$ cat src/rtl/dscg_pkg.sv
// Shared constants and types for the deep-sleep clock gating block
package dscg_pkg;
  localparam int unsigned DATA_W = 32;
  localparam int unsigned ADDR_W = 12;
  localparam logic [ADDR_W-1:0] RUN_GATE_OFS = 12'h104;
  localparam logic [ADDR_W-1:0] SLEEP_GATE_OFS = 12'h114;
  localparam logic [ADDR_W-1:0] DEEP_GATE_OFS = 12'h124;
  localparam logic [ADDR_W-1:0] CLOCK_CFG_OFS = 12'h060;
  localparam logic [ADDR_W-1:0] IRQ_STATUS_OFS = 12'h200;
  localparam logic [ADDR_W-1:0] IRQ_MASK_OFS = 12'h204;
  localparam int unsigned GP_COUNTER0_BIT = 16;
  localparam int unsigned GP_COUNTER3_BIT = 19;
  localparam int unsigned ANALOG_COMPARATOR0_BIT = 24;
  localparam int unsigned TWO_WIRE0_BIT = 12;
  localparam int unsigned SYNC_SERIAL0_BIT = 4;
  localparam int unsigned SYNC_SERIAL1_BIT = 5;
  localparam int unsigned ASYNC_SERIAL0_BIT = 0;
  localparam int unsigned ASYNC_SERIAL2_BIT = 2;
  localparam int unsigned AUTO_CLOCK_GATING_ENABLE_BIT = 0;
  localparam logic [DATA_W-1:0] GATE_WRITABLE_MASK = 32'h010F1037;
  localparam logic [DATA_W-1:0] CLOCK_CFG_WRITABLE_MASK = 32'h00000001;
  localparam logic [DATA_W-1:0] GATE_RESET = 32'h00000000;
  localparam logic [DATA_W-1:0] CLOCK_CFG_RESET = 32'h00000000;
  localparam logic [DATA_W-1:0] IRQ_RESET = 32'h00000000;
  typedef enum logic [1:0] {
    PSTATE_RUN,
    PSTATE_SLEEP,
    PSTATE_DEEP
  } dscg_pstate_type;
endpackage

$ cat src/rtl/dscg_gate_select.sv
// Chooses the gating word that applies in the current power state
`timescale 1ns/1ns
`default_nettype none
module dscg_gate_select (
  input wire dscg_pkg::dscg_pstate_type pstate, // Current power state
  input wire logic auto_gate, // Automatic gating enable
  input wire logic [31:0] run_gate, // Run-mode gating word
  input wire logic [31:0] sleep_gate, // Sleep-mode gating word
  input wire logic [31:0] deep_gate, // Deep-sleep gating word
  output logic [31:0] gate_select // Selected gating word
);
  always_comb
  begin
    case (pstate)
      dscg_pkg::PSTATE_RUN: gate_select = run_gate;
      // Without automatic gating the run word keeps governing in low power
      dscg_pkg::PSTATE_SLEEP: gate_select = auto_gate ? sleep_gate : run_gate;
      dscg_pkg::PSTATE_DEEP: gate_select = auto_gate ? deep_gate : run_gate;
      default: gate_select = run_gate;
    endcase
  end
endmodule
`default_nettype wire

$ cat src/rtl/dscg_clock_gating.sv
// Peripheral clock gating registers with APB access, bus fault flags and interrupt
`timescale 1ns/1ns
`default_nettype none
module dscg_clock_gating (
  input wire logic ref_clk, // System clock, 25 MHz
  input wire logic rstn, // Synchronous reset, active low
  input wire logic psel, // APB select
  input wire logic penable, // APB enable
  input wire logic pwrite, // APB direction, high for write
  input wire logic [11:0] paddr, // APB byte address
  input wire logic [31:0] pwdata, // APB write data
  output logic [31:0] prdata, // APB read data
  output logic pready, // APB ready
  output logic pslverr, // APB error on unmapped address
  input wire logic sleep_mode, // System is in sleep
  input wire logic deep_sleep_mode, // System is in deep-sleep
  input wire logic [31:0] unit_access, // Per-unit access strobe, gating layout
  output logic [31:0] unit_clock_enable, // Per-unit clock enable, gating layout
  output logic [31:0] unit_fault, // Per-unit bus fault pulse
  output logic irq // Level interrupt
);
  logic [31:0] run_clock_gate_group1;
  logic [31:0] sleep_clock_gate_group1;
  logic [31:0] deep_sleep_clock_gate_group1;
  logic [31:0] run_clock_configuration;
  logic [31:0] irq_status;
  logic [31:0] irq_mask;
  logic [31:0] next_enable;
  logic [31:0] next_rdata;
  logic next_err;
  logic [31:0] fault_event;
  logic access_done;
  logic wr_done;
  dscg_pkg::dscg_pstate_type pstate;

  function automatic logic addr_hit(input logic [11:0] addr, input logic [11:0] ofs);
    addr_hit = (addr == ofs);
  endfunction

  function automatic logic addr_mapped(input logic [11:0] addr);
    addr_mapped = addr_hit(addr, dscg_pkg::RUN_GATE_OFS) || addr_hit(addr, dscg_pkg::SLEEP_GATE_OFS)
      || addr_hit(addr, dscg_pkg::DEEP_GATE_OFS) || addr_hit(addr, dscg_pkg::CLOCK_CFG_OFS)
      || addr_hit(addr, dscg_pkg::IRQ_STATUS_OFS) || addr_hit(addr, dscg_pkg::IRQ_MASK_OFS);
  endfunction

  // Deep-sleep wins if both mode inputs are high
  always_comb
  begin
    if (deep_sleep_mode)
      pstate = dscg_pkg::PSTATE_DEEP;
    else if (sleep_mode)
      pstate = dscg_pkg::PSTATE_SLEEP;
    else
      pstate = dscg_pkg::PSTATE_RUN;
  end

  dscg_gate_select u_select (
    .pstate(pstate),
    .auto_gate(run_clock_configuration[dscg_pkg::AUTO_CLOCK_GATING_ENABLE_BIT]),
    .run_gate(run_clock_gate_group1),
    .sleep_gate(sleep_clock_gate_group1),
    .deep_gate(deep_sleep_clock_gate_group1),
    .gate_select(next_enable)
  );

  // One wait state: pready rises in the second access cycle
  assign access_done = psel && penable && pready;
  assign wr_done = access_done && pwrite && addr_mapped(paddr);

  always_ff @(posedge ref_clk)
  begin
    if (!rstn)
      pready <= 1'b0;
    else
      pready <= psel && penable && !pready;
  end

  always_comb
  begin
    next_rdata = 32'h00000000;
    next_err = !addr_mapped(paddr);
    if (addr_hit(paddr, dscg_pkg::RUN_GATE_OFS))
      next_rdata = run_clock_gate_group1;
    else if (addr_hit(paddr, dscg_pkg::SLEEP_GATE_OFS))
      next_rdata = sleep_clock_gate_group1;
    else if (addr_hit(paddr, dscg_pkg::DEEP_GATE_OFS))
      next_rdata = deep_sleep_clock_gate_group1;
    else if (addr_hit(paddr, dscg_pkg::CLOCK_CFG_OFS))
      next_rdata = run_clock_configuration;
    else if (addr_hit(paddr, dscg_pkg::IRQ_STATUS_OFS))
      next_rdata = irq_status;
    else if (addr_hit(paddr, dscg_pkg::IRQ_MASK_OFS))
      next_rdata = irq_mask;
  end

  always_ff @(posedge ref_clk)
  begin
    if (!rstn)
    begin
      prdata <= 32'h00000000;
      pslverr <= 1'b0;
    end
    else if (psel && penable && !pready)
    begin
      prdata <= pwrite ? 32'h00000000 : next_rdata;
      pslverr <= next_err;
    end
    else
    begin
      prdata <= 32'h00000000;
      pslverr <= 1'b0;
    end
  end

  // Three gating words share one layout; reserved bits never store
  always_ff @(posedge ref_clk)
  begin
    if (!rstn)
    begin
      run_clock_gate_group1 <= dscg_pkg::GATE_RESET;
      sleep_clock_gate_group1 <= dscg_pkg::GATE_RESET;
      deep_sleep_clock_gate_group1 <= dscg_pkg::GATE_RESET;
    end
    else if (wr_done)
    begin
      if (addr_hit(paddr, dscg_pkg::RUN_GATE_OFS))
        run_clock_gate_group1 <= pwdata & dscg_pkg::GATE_WRITABLE_MASK;
      if (addr_hit(paddr, dscg_pkg::SLEEP_GATE_OFS))
        sleep_clock_gate_group1 <= pwdata & dscg_pkg::GATE_WRITABLE_MASK;
      if (addr_hit(paddr, dscg_pkg::DEEP_GATE_OFS))
        deep_sleep_clock_gate_group1 <= pwdata & dscg_pkg::GATE_WRITABLE_MASK;
    end
  end

  always_ff @(posedge ref_clk)
  begin
    if (!rstn)
      run_clock_configuration <= dscg_pkg::CLOCK_CFG_RESET;
    else if (wr_done && addr_hit(paddr, dscg_pkg::CLOCK_CFG_OFS))
      run_clock_configuration <= pwdata & dscg_pkg::CLOCK_CFG_WRITABLE_MASK;
  end

  // Every unit starts unclocked until software enables it
  always_ff @(posedge ref_clk)
  begin
    if (!rstn)
      unit_clock_enable <= dscg_pkg::GATE_RESET;
    else
      unit_clock_enable <= next_enable;
  end

  // Access to a gated unit raises a fault pulse one cycle later; the access itself is not blocked
  assign fault_event = unit_access & ~unit_clock_enable & dscg_pkg::GATE_WRITABLE_MASK;

  always_ff @(posedge ref_clk)
  begin
    if (!rstn)
      unit_fault <= 32'h00000000;
    else
      unit_fault <= fault_event;
  end

  // Sticky fault flags; a new fault in the clearing cycle is kept
  genvar i;
  generate
    for (i = 0; i < 32; i++)
    begin : g_status
      always_ff @(posedge ref_clk)
      begin
        if (!rstn)
          irq_status[i] <= 1'b0;
        else if (unit_fault[i])
          irq_status[i] <= 1'b1;
        else if (wr_done && addr_hit(paddr, dscg_pkg::IRQ_STATUS_OFS) && pwdata[i])
          irq_status[i] <= 1'b0;
      end
    end
  endgenerate

  always_ff @(posedge ref_clk)
  begin
    if (!rstn)
      irq_mask <= dscg_pkg::IRQ_RESET;
    else if (wr_done && addr_hit(paddr, dscg_pkg::IRQ_MASK_OFS))
      irq_mask <= pwdata & dscg_pkg::GATE_WRITABLE_MASK;
  end

  always_ff @(posedge ref_clk)
  begin
    if (!rstn)
      irq <= 1'b0;
    else
      irq <= |(irq_status & irq_mask);
  end

  property p_run_gate_applies;
    @(posedge ref_clk) disable iff (!rstn)
    (!sleep_mode && !deep_sleep_mode) ##1 (!sleep_mode && !deep_sleep_mode && $stable(run_clock_gate_group1))
      |=> unit_clock_enable == $past(run_clock_gate_group1);
  endproperty
  a_run_gate_applies: assert property (p_run_gate_applies) else $error("run gating word not applied");

  property p_fault_on_gated;
    @(posedge ref_clk) disable iff (!rstn)
    (|(unit_access & ~unit_clock_enable & dscg_pkg::GATE_WRITABLE_MASK))
      |=> (unit_fault == ($past(unit_access) & ~$past(unit_clock_enable) & dscg_pkg::GATE_WRITABLE_MASK));
  endproperty
  a_fault_on_gated: assert property (p_fault_on_gated) else $error("gated access gave no fault");

  property p_no_fault_when_clocked;
    @(posedge ref_clk) disable iff (!rstn)
    (unit_access == unit_clock_enable) |=> unit_fault == 32'h00000000;
  endproperty
  a_no_fault_when_clocked: assert property (p_no_fault_when_clocked) else $error("fault on clocked unit");

  property p_reset_clears;
    @(posedge ref_clk)
    !rstn |=> (deep_sleep_clock_gate_group1 == 32'h00000000) && (unit_clock_enable == 32'h00000000);
  endproperty
  a_reset_clears: assert property (p_reset_clears) else $error("gating not cleared by reset");

  property p_reserved_read_zero;
    @(posedge ref_clk) disable iff (!rstn)
    (access_done && !pwrite && addr_hit(paddr, dscg_pkg::DEEP_GATE_OFS))
      |-> (prdata & ~dscg_pkg::GATE_WRITABLE_MASK) == 32'h00000000;
  endproperty
  a_reserved_read_zero: assert property (p_reserved_read_zero) else $error("reserved bits read nonzero");

  property p_deep_write;
    @(posedge ref_clk) disable iff (!rstn)
    (access_done && pwrite && addr_hit(paddr, dscg_pkg::DEEP_GATE_OFS))
      |=> deep_sleep_clock_gate_group1 == ($past(pwdata) & dscg_pkg::GATE_WRITABLE_MASK);
  endproperty
  a_deep_write: assert property (p_deep_write) else $error("deep-sleep word write lost");

  property p_sleep_write_keeps_deep;
    @(posedge ref_clk) disable iff (!rstn)
    (access_done && pwrite && addr_hit(paddr, dscg_pkg::SLEEP_GATE_OFS)) |=> $stable(deep_sleep_clock_gate_group1);
  endproperty
  a_sleep_write_keeps_deep: assert property (p_sleep_write_keeps_deep) else $error("registers not separate");

  property p_no_auto_uses_run;
    @(posedge ref_clk) disable iff (!rstn)
    ((sleep_mode || deep_sleep_mode) && !run_clock_configuration[dscg_pkg::AUTO_CLOCK_GATING_ENABLE_BIT])
      |=> unit_clock_enable == $past(run_clock_gate_group1);
  endproperty
  a_no_auto_uses_run: assert property (p_no_auto_uses_run) else $error("low-power word used without auto gating");

  property p_deep_auto_uses_deep;
    @(posedge ref_clk) disable iff (!rstn)
    (deep_sleep_mode && run_clock_configuration[dscg_pkg::AUTO_CLOCK_GATING_ENABLE_BIT])
      |=> unit_clock_enable == $past(deep_sleep_clock_gate_group1);
  endproperty
  a_deep_auto_uses_deep: assert property (p_deep_auto_uses_deep) else $error("deep-sleep word not applied");

  property p_sleep_auto_uses_sleep;
    @(posedge ref_clk) disable iff (!rstn)
    (sleep_mode && !deep_sleep_mode && run_clock_configuration[dscg_pkg::AUTO_CLOCK_GATING_ENABLE_BIT])
      |=> unit_clock_enable == $past(sleep_clock_gate_group1);
  endproperty
  a_sleep_auto_uses_sleep: assert property (p_sleep_auto_uses_sleep) else $error("sleep word not applied");

  // A fault must stick even when a clear lands in the same cycle
  property p_status_set_wins;
    @(posedge ref_clk) disable iff (!rstn)
    (|unit_fault) |=> (irq_status & $past(unit_fault)) == $past(unit_fault);
  endproperty
  a_status_set_wins: assert property (p_status_set_wins) else $error("fault flag not kept");

  property p_reserved_never_enabled;
    @(posedge ref_clk) disable iff (!rstn)
    1'b1 |-> (unit_clock_enable & ~dscg_pkg::GATE_WRITABLE_MASK) == 32'h00000000;
  endproperty
  a_reserved_never_enabled: assert property (p_reserved_never_enabled) else $error("reserved enable set");

  property p_error_only_with_ready;
    @(posedge ref_clk) disable iff (!rstn)
    pslverr |-> pready;
  endproperty
  a_error_only_with_ready: assert property (p_error_only_with_ready) else $error("APB error without ready");

  property p_irq_level;
    @(posedge ref_clk) disable iff (!rstn)
    1'b1 |=> irq == $past(|(irq_status & irq_mask));
  endproperty
  a_irq_level: assert property (p_irq_level) else $error("masked-in fault gave no interrupt");

  property p_ready_one_wait;
    @(posedge ref_clk) disable iff (!rstn)
    (psel && !penable) ##1 (psel && penable) |-> !pready ##1 pready;
  endproperty
  a_ready_one_wait: assert property (p_ready_one_wait) else $error("APB answer timing wrong");
endmodule
`default_nettype wire

$ cat config.mk
export PLATFORM = sky130hd
export DESIGN_NAME = dscg_clock_gating
export DESIGN_NICKNAME = d
export VERILOG_FILES = /design/src/rtl/dscg_pkg.sv /design/src/rtl/dscg_gate_select.sv /design/src/rtl/dscg_clock_gating.sv
export SDC_FILE = /design/constraint.sdc
export NUM_CORES = 1
export LEC_CHECK = 0
export BUFFER_PORTS_ARGS = -buffer_cell sky130_fd_sc_hd__buf_2
export CORE_UTILIZATION = 48
export DETAILED_ROUTE_END_ITERATION = 8
export PLACE_DENSITY_LB_ADDON = 0.2
export SYNTH_ARGS = -nofsm -noshare
export SYNTH_HDL_FRONTEND = slang
export SYNTH_SLANG_ARGS = --single-unit
export TNS_END_PERCENT = 20
$ cat constraint.sdc
create_clock -name ref_clk -period 2.3 [get_ports ref_clk]
set_input_delay 0.23 -clock ref_clk [delete_from_list [all_inputs] [get_ports ref_clk]]
set_output_delay 0.23 -clock ref_clk [all_outputs]
set_load 0.02 [all_outputs]
After elaboration in Yosys (flattened, before gate mapping):

Cells that the tools add are included.

* logic and storage cells: 219
* output and inout port bits: 99
* input port bits: 83
* bits in registers: 176

* reductions and logical operators: 86
* bitwise gates (word level): 5
* multiplexer cells: 75
* equal/unequal tests: 8

Operators by type and width (number)
* two-way mux 25 bit: 7
* two-way mux 1 bit: 65
* case mux 32 bit (2 select lines): 1
* nonzero test 2 bit: 32
* logical AND 1 bit: 40
* == test 12 x 9 -> 1 bit (second input constant): 3
* bitwise AND 32 x 25 -> 32 bit: 1
* two-way mux 32 bit: 1
* OR reduction 32 bit: 1
* bitwise AND 25 bit: 1
* NOT 25 bit: 1
* == test 12 x 10 -> 1 bit (second input constant): 2
* == test 12 x 7 -> 1 bit (second input constant): 1
* AND reduction 2 bit: 4
* OR reduction 7 bit: 1
* logical OR 1 bit: 5
* OR reduction 3 bit: 1
* == test 2 x 1 -> 1 bit (second input constant): 1
* == test 2 bit (second input constant): 1
* zero test 1 bit: 2
* two-way mux 2 bit: 1
* NOT 1 bit: 2

Longest topological paths before layout:

* depth after elaboration: 11
* mapped depth: 6
* depth with buffers taken out: 4

Modules after synthesis:

A second synthesis with hierarchy kept.

* cell total of the unflattened synthesis: 583
* area, all modules: 5365.1 um^2

By module, submodules not included
* dscg_clock_gating: times used 1, sequential area each 2262.2 um^2, cells an instance 498, area an instance 4684.5 um^2
* dscg_gate_select: times used 1, sequential area each 0.0 um^2, cells an instance 85, area an instance 680.7 um^2

Worst setup path after synthesis:

Ideal clock, no wire load.

* path type: in2reg
* from: input paddr[4]
* to: register irq_mask[12]
* stages on the path: 6
* path buffers: 2
* data arrival time: 1.706 ns
* slack: 0.462 ns
* required time: 2.168 ns
* library setup time: 0.132 ns
* cells stage by stage: buf_4 -> or4b_4 -> or4_4 -> buf_6 -> o21ai_1 -> a21oi_1

* longest elaborated chain between the ends: 8
* elaborated cells on any way between the ends: 13
* classes of those cells: eq/ne (6); reduce/logical (7)

Ends and longest elaborated chain
* start: declaration: RTL line dscg_clock_gating.sv:10 `input wire logic [11:0] paddr,`
* == test 12 x 9 -> 1 bit: RTL line dscg_clock_gating.sv:37 `addr_hit = (addr == ofs);`
* logical OR 1 bit: RTL line dscg_clock_gating.sv:41 `addr_mapped = addr_hit(addr, dscg_pkg::RUN_GATE_OFS) || addr_hit(addr, dscg_pkg::SLEEP_GATE_OFS)`
* logical OR 1 bit (2 in a row): RTL line dscg_clock_gating.sv:42 `|| addr_hit(addr, dscg_pkg::DEEP_GATE_OFS) || addr_hit(addr, dscg_pkg::CLOCK_CFG_OFS)`
* logical OR 1 bit (2 in a row): RTL line dscg_clock_gating.sv:43 `|| addr_hit(addr, dscg_pkg::IRQ_STATUS_OFS) || addr_hit(addr, dscg_pkg::IRQ_MASK_OFS);`
* logical AND 1 bit: RTL line dscg_clock_gating.sv:68 `assign wr_done = access_done && pwrite && addr_mapped(paddr);`
* logical AND 1 bit (*): RTL line dscg_clock_gating.sv:184 `else if (wr_done && addr_hit(paddr, dscg_pkg::IRQ_MASK_OFS))`
* end signal: assignment: RTL line dscg_clock_gating.sv:183 `irq_mask <= dscg_pkg::IRQ_RESET;`
* end signal: assignment: RTL line dscg_clock_gating.sv:185 `irq_mask <= pwdata & dscg_pkg::GATE_WRITABLE_MASK;`
* end: declaration: RTL line dscg_clock_gating.sv:27 `logic [31:0] irq_mask;`

Mark *: on every way between the ends. The rest lies on a longest branch, timed or not.
A chain may end at the register's enable or synchronous reset.

Final worst setup path:

* from: register pready
* to: register prdata[12]

* longest elaborated chain between the ends: 4

Ends and longest elaborated chain
* start: declaration: RTL line dscg_clock_gating.sv:13 `output logic pready,`
* start signal: assignment: RTL line dscg_clock_gating.sv:75 `pready <= psel && penable && !pready;`
* zero test 1 bit: RTL line dscg_clock_gating.sv:103 `else if (psel && penable && !pready)`
* logical AND 1 bit: RTL line dscg_clock_gating.sv:103
* NOT 1 bit (no line)
* OR reduction 3 bit (no line)
* end signal: assignment: RTL line dscg_clock_gating.sv:105 `prdata <= pwrite ? 32'h00000000 : next_rdata;`
* end: declaration: RTL line dscg_clock_gating.sv:12 `output logic [31:0] prdata,`

Every way passes these cells.

==> flow_summary_export.csv <==
group,metric,value,unit
place,hpwl,7820,um
finish,multi_input_area,2120,sq um
sta,relSlewSlack,47.3,%
flow_run,maxCapViolCount,0,
sta,worstMarginPinSlew,0.787,ns
grt,top_usage_layer,"met2",
finish,nNetsFinal,662,
logic_synthesis,async_flop_share,0,%
grt,grt_use_met3,2.86,%
finish,layout_common_cells,"92 x dfxtp_1, 76 x buf_2, 63 x conb_1",
setup_path,path_buf_inv,0,
finish,synthToLayoutAreaGrowth,9.34,%
sta,max_freq,581,MHz
grt,grt_pass1_wl,17500,um
setup_path,cp.arrival,2.00,ns
setup_path,crit_path_max_incr_delay,0.64,ns
grt,antenna_found_initial,0,
power_and_ir_drop,vdd_drop_max,0.000456,V
clocking,clk_pin_slew,0.09,ns
setup_path,reg2reg_to,"prdata[12]",
sta,final_hold_viol_count,0,
logic_synthesis,synthesis.area,4440,sq um
floorplan,initial_core_util,50.1,%
sta,fin_crit,1.72,ns
logic_synthesis,synth_enable_flop_cells,0,
clocking,clockRootBuffer,"clkbuf_8",
hold_path,hold_depth,2,
power_and_ir_drop,power-per-cell-area,623,nW/um^2
clocking,clock_path_buffers,2,
hold_path,hold_class,"primary input to register",
routing,via_per_inst,5.44,
grt,met1_usage,32.5,%
logic_synthesis,postSynthAreaPerCell,8.61,sq um
power_and_ir_drop,p_leak,2.06,nW
clocking,hold_buffers,0,
finish,drive_gt1_share,22.9,%
logic_synthesis,synthCells,515,
floorplan,rows,34,
routing,dr.pass1.iters,9,
setup_path,cp_cell_sequence,"nand4b_1 -> nor2_1 -> o21ai_0 -> a21oi_1",
clocking,ctsHtreeMaxLevel,3,
sta,rsz0062_at_grt,"false",
setup_path,worstRegToRegCells,4,
setup_path,endpoint_kind,"register",
sta,min_period_over_period,74.8,%
setup_path,cp_top_family,"simple AND/OR/NAND/NOR gates",
floorplan,core,8850,sq um
routing,wirelength,11000,um
clocking,post_cts_buffers,0,
clocking,clock_sinks,92,
floorplan,die-area,9630,sq um
place,gp_congestion,0.879,
grt,grt_usage,23.2,%
grt,globalRouteMet2Util,37.1,%
grt,grt_max_degree,57,
setup_path,crit_start,"pready",
setup_path,startpoint_type,"register",
sta,holdWs,0.122,ns
setup_path,slowest_stage,"nor2_1",
logic_synthesis,yosys_warnings,0,
sta,fin_skew,0.00512,ns
floorplan,fp.dieH,98.1,um
floorplan,top_level_ports,182,
hold_path,hold_end,"unit_fault[5]",
finish,regArea,1840,sq um
sta,maxSlewViolCount,0,
clocking,cts.repair.resized,0,
finish,final_common_cell,"dfxtp_1",
place,port_buffers,76,
routing,ant_nets,0,
clocking,cts_buffers,9,
finish,nFillCells,805,
logic_synthesis,synth_flop_cell,"dfxtp_1",
setup_path,required,2.58,ns
setup_path,critPathMaxFanout,11,
finish,num_antenna_cells,0,
setup_path,ff2ff_setup_slack,0.58,ns
floorplan,die_w,98.1,um
grt,gr-total-overflow,0,
sta,setup_viol_count_final,0,
clocking,cts_tree,"done",
outcome,outcome,"completed",
logic_synthesis,yosysSeqAreaShare,41.5,%
routing,num_vias,3767,
routing,wl_per_cell,15.9,um
logic_synthesis,synth_cell_types,42,
setup_path,path_class,"register to register",
setup_path,r2r_start,"pready",
hold_path,worstHoldStart,"unit_access[5]",
routing,drt_iter0_drc,308,
routing,drc,0,
clocking,clk_latency,0.36,ns
grt,grt_pass1_vias,3333,
logic_synthesis,synth.ff_latch_count,92,
sta,tns,0,ns
==> per-stage QoR <==
stage / power, W / util [%] / cell area, sq um / std cells / setup slack [ns]
global placement: 0.00197 / 52.6 / 4660 / 676 / 0.293
global route: 0.00314 / 54.8 / 4850 / 692 / 0.505
finish: 0.00302 / 54.8 / 4850 / 692 / 0.579
floorplan: 0.00196 / - / 4670 / 577 / 0.462
CTS: 0.00303 / 54.8 / 4850 / 692 / 0.636
detailed placement: 0.00198 / 52.6 / 4660 / 676 / 0.243
==> synth_stat cells, types with 2 or more instances <==
master,count,area share (%)
a22oi_1,12,2.0
buf_1,3,0.25
or4_1,4,0.68
dfxtp_1,92,42
nand3_1,24,2.7
or4_4,2,0.51
buf_6,4,1.0
inv_1,15,1.3
a31oi_1,11,1.6
o21ai_0,56,6.3
o21ai_1,11,1.2
buf_2,7,0.79
a21oi_1,46,5.2
nand2_1,46,3.9
nor3_1,2,0.23
clkbuf_1,21,1.8
mux2i_1,24,5.4
buf_4,64,11
nor3b_1,10,1.7
nor2_1,16,1.4
or3_1,2,0.28
nor4_1,3,0.42
mux2_2,21,5.3
==> kinds of logic after synthesis <==
family / after synthesis / share of synthesized area (%)
other: 1 / 0.0845
AND/OR/NAND/NOR: 119 / 13.9
buffers and inverters: 115 / 16.0
AO/OA/AOI/OAI: 143 / 17.7
multiplexers: 45 / 10.7
flip-flops: 92 / 41.5
==> sequential cells by signal, indices dropped and copies added (netlist names) <==
signal,count
prdata,11
irq_mask,11
unit_fault,11
pready,1
pslverr,1
run_clock_configuration,1
irq,1
deep_sleep_clock_gate_group1,11
irq_status,11
unit_clock_enable,11
run_clock_gate_group1,11
sleep_clock_gate_group1,11
==> worst register-to-register path, cell delays in order (launching register included) <==
cell      delay (ns)
dfxtp_1         0.33
nand4b_1        0.23
nor2_1          0.64
o21ai_0         0.25
a21oi_1         0.20
==> worst max-delay path by stage <==
| stage | to | slack [ns] | depth (start not counted) |
|---|---|---|---|
| 2_1_floorplan | irq_mask[12] | 0.46 | 6 |
| 3_3_place_gp | prdata[0] | 0.29 | 6 |
| 3_5_place_dp | deep_sleep_clock_gate_group1[12] | 0.24 | 5 |
| 4_1_cts | deep_sleep_clock_gate_group1[19] | 0.64 | 5 |
| 5_1_grt | irq_mask[24] | 0.51 | 6 |
| 6_report | prdata[12] | 0.58 | 4 |
==> where the power goes <==
group	switching [W]	leakage, nW	internal [W]	total [W]
registers	0.0000180	0.747	0.00162	0.00163
logic	0.000231	1.23	0.0000789	0.000310
clock network	0.000576	0.0845	0.000501	0.00108
total	0.000825	2.06	0.00220	0.00302
==> metal layers <==
layer | up-vias | routed length, um
li1 | 1798 | -
met1 | 1753 | 5020
met2 | 199 | 5000
met3 | 17 | 840
met4 | 0 | 172
met5 | - | 0
==> area by class of cell <==
type	count	share of cell area [%]
clock buffer	10	2.63
clock inverter	6	1.34
inverter	16	1.24
multi-input combinational	370	43.8
sequential	92	38.0
tap	108	2.79
timing repair buffer	90	10.3
Power figures use the tool's default switching activity.
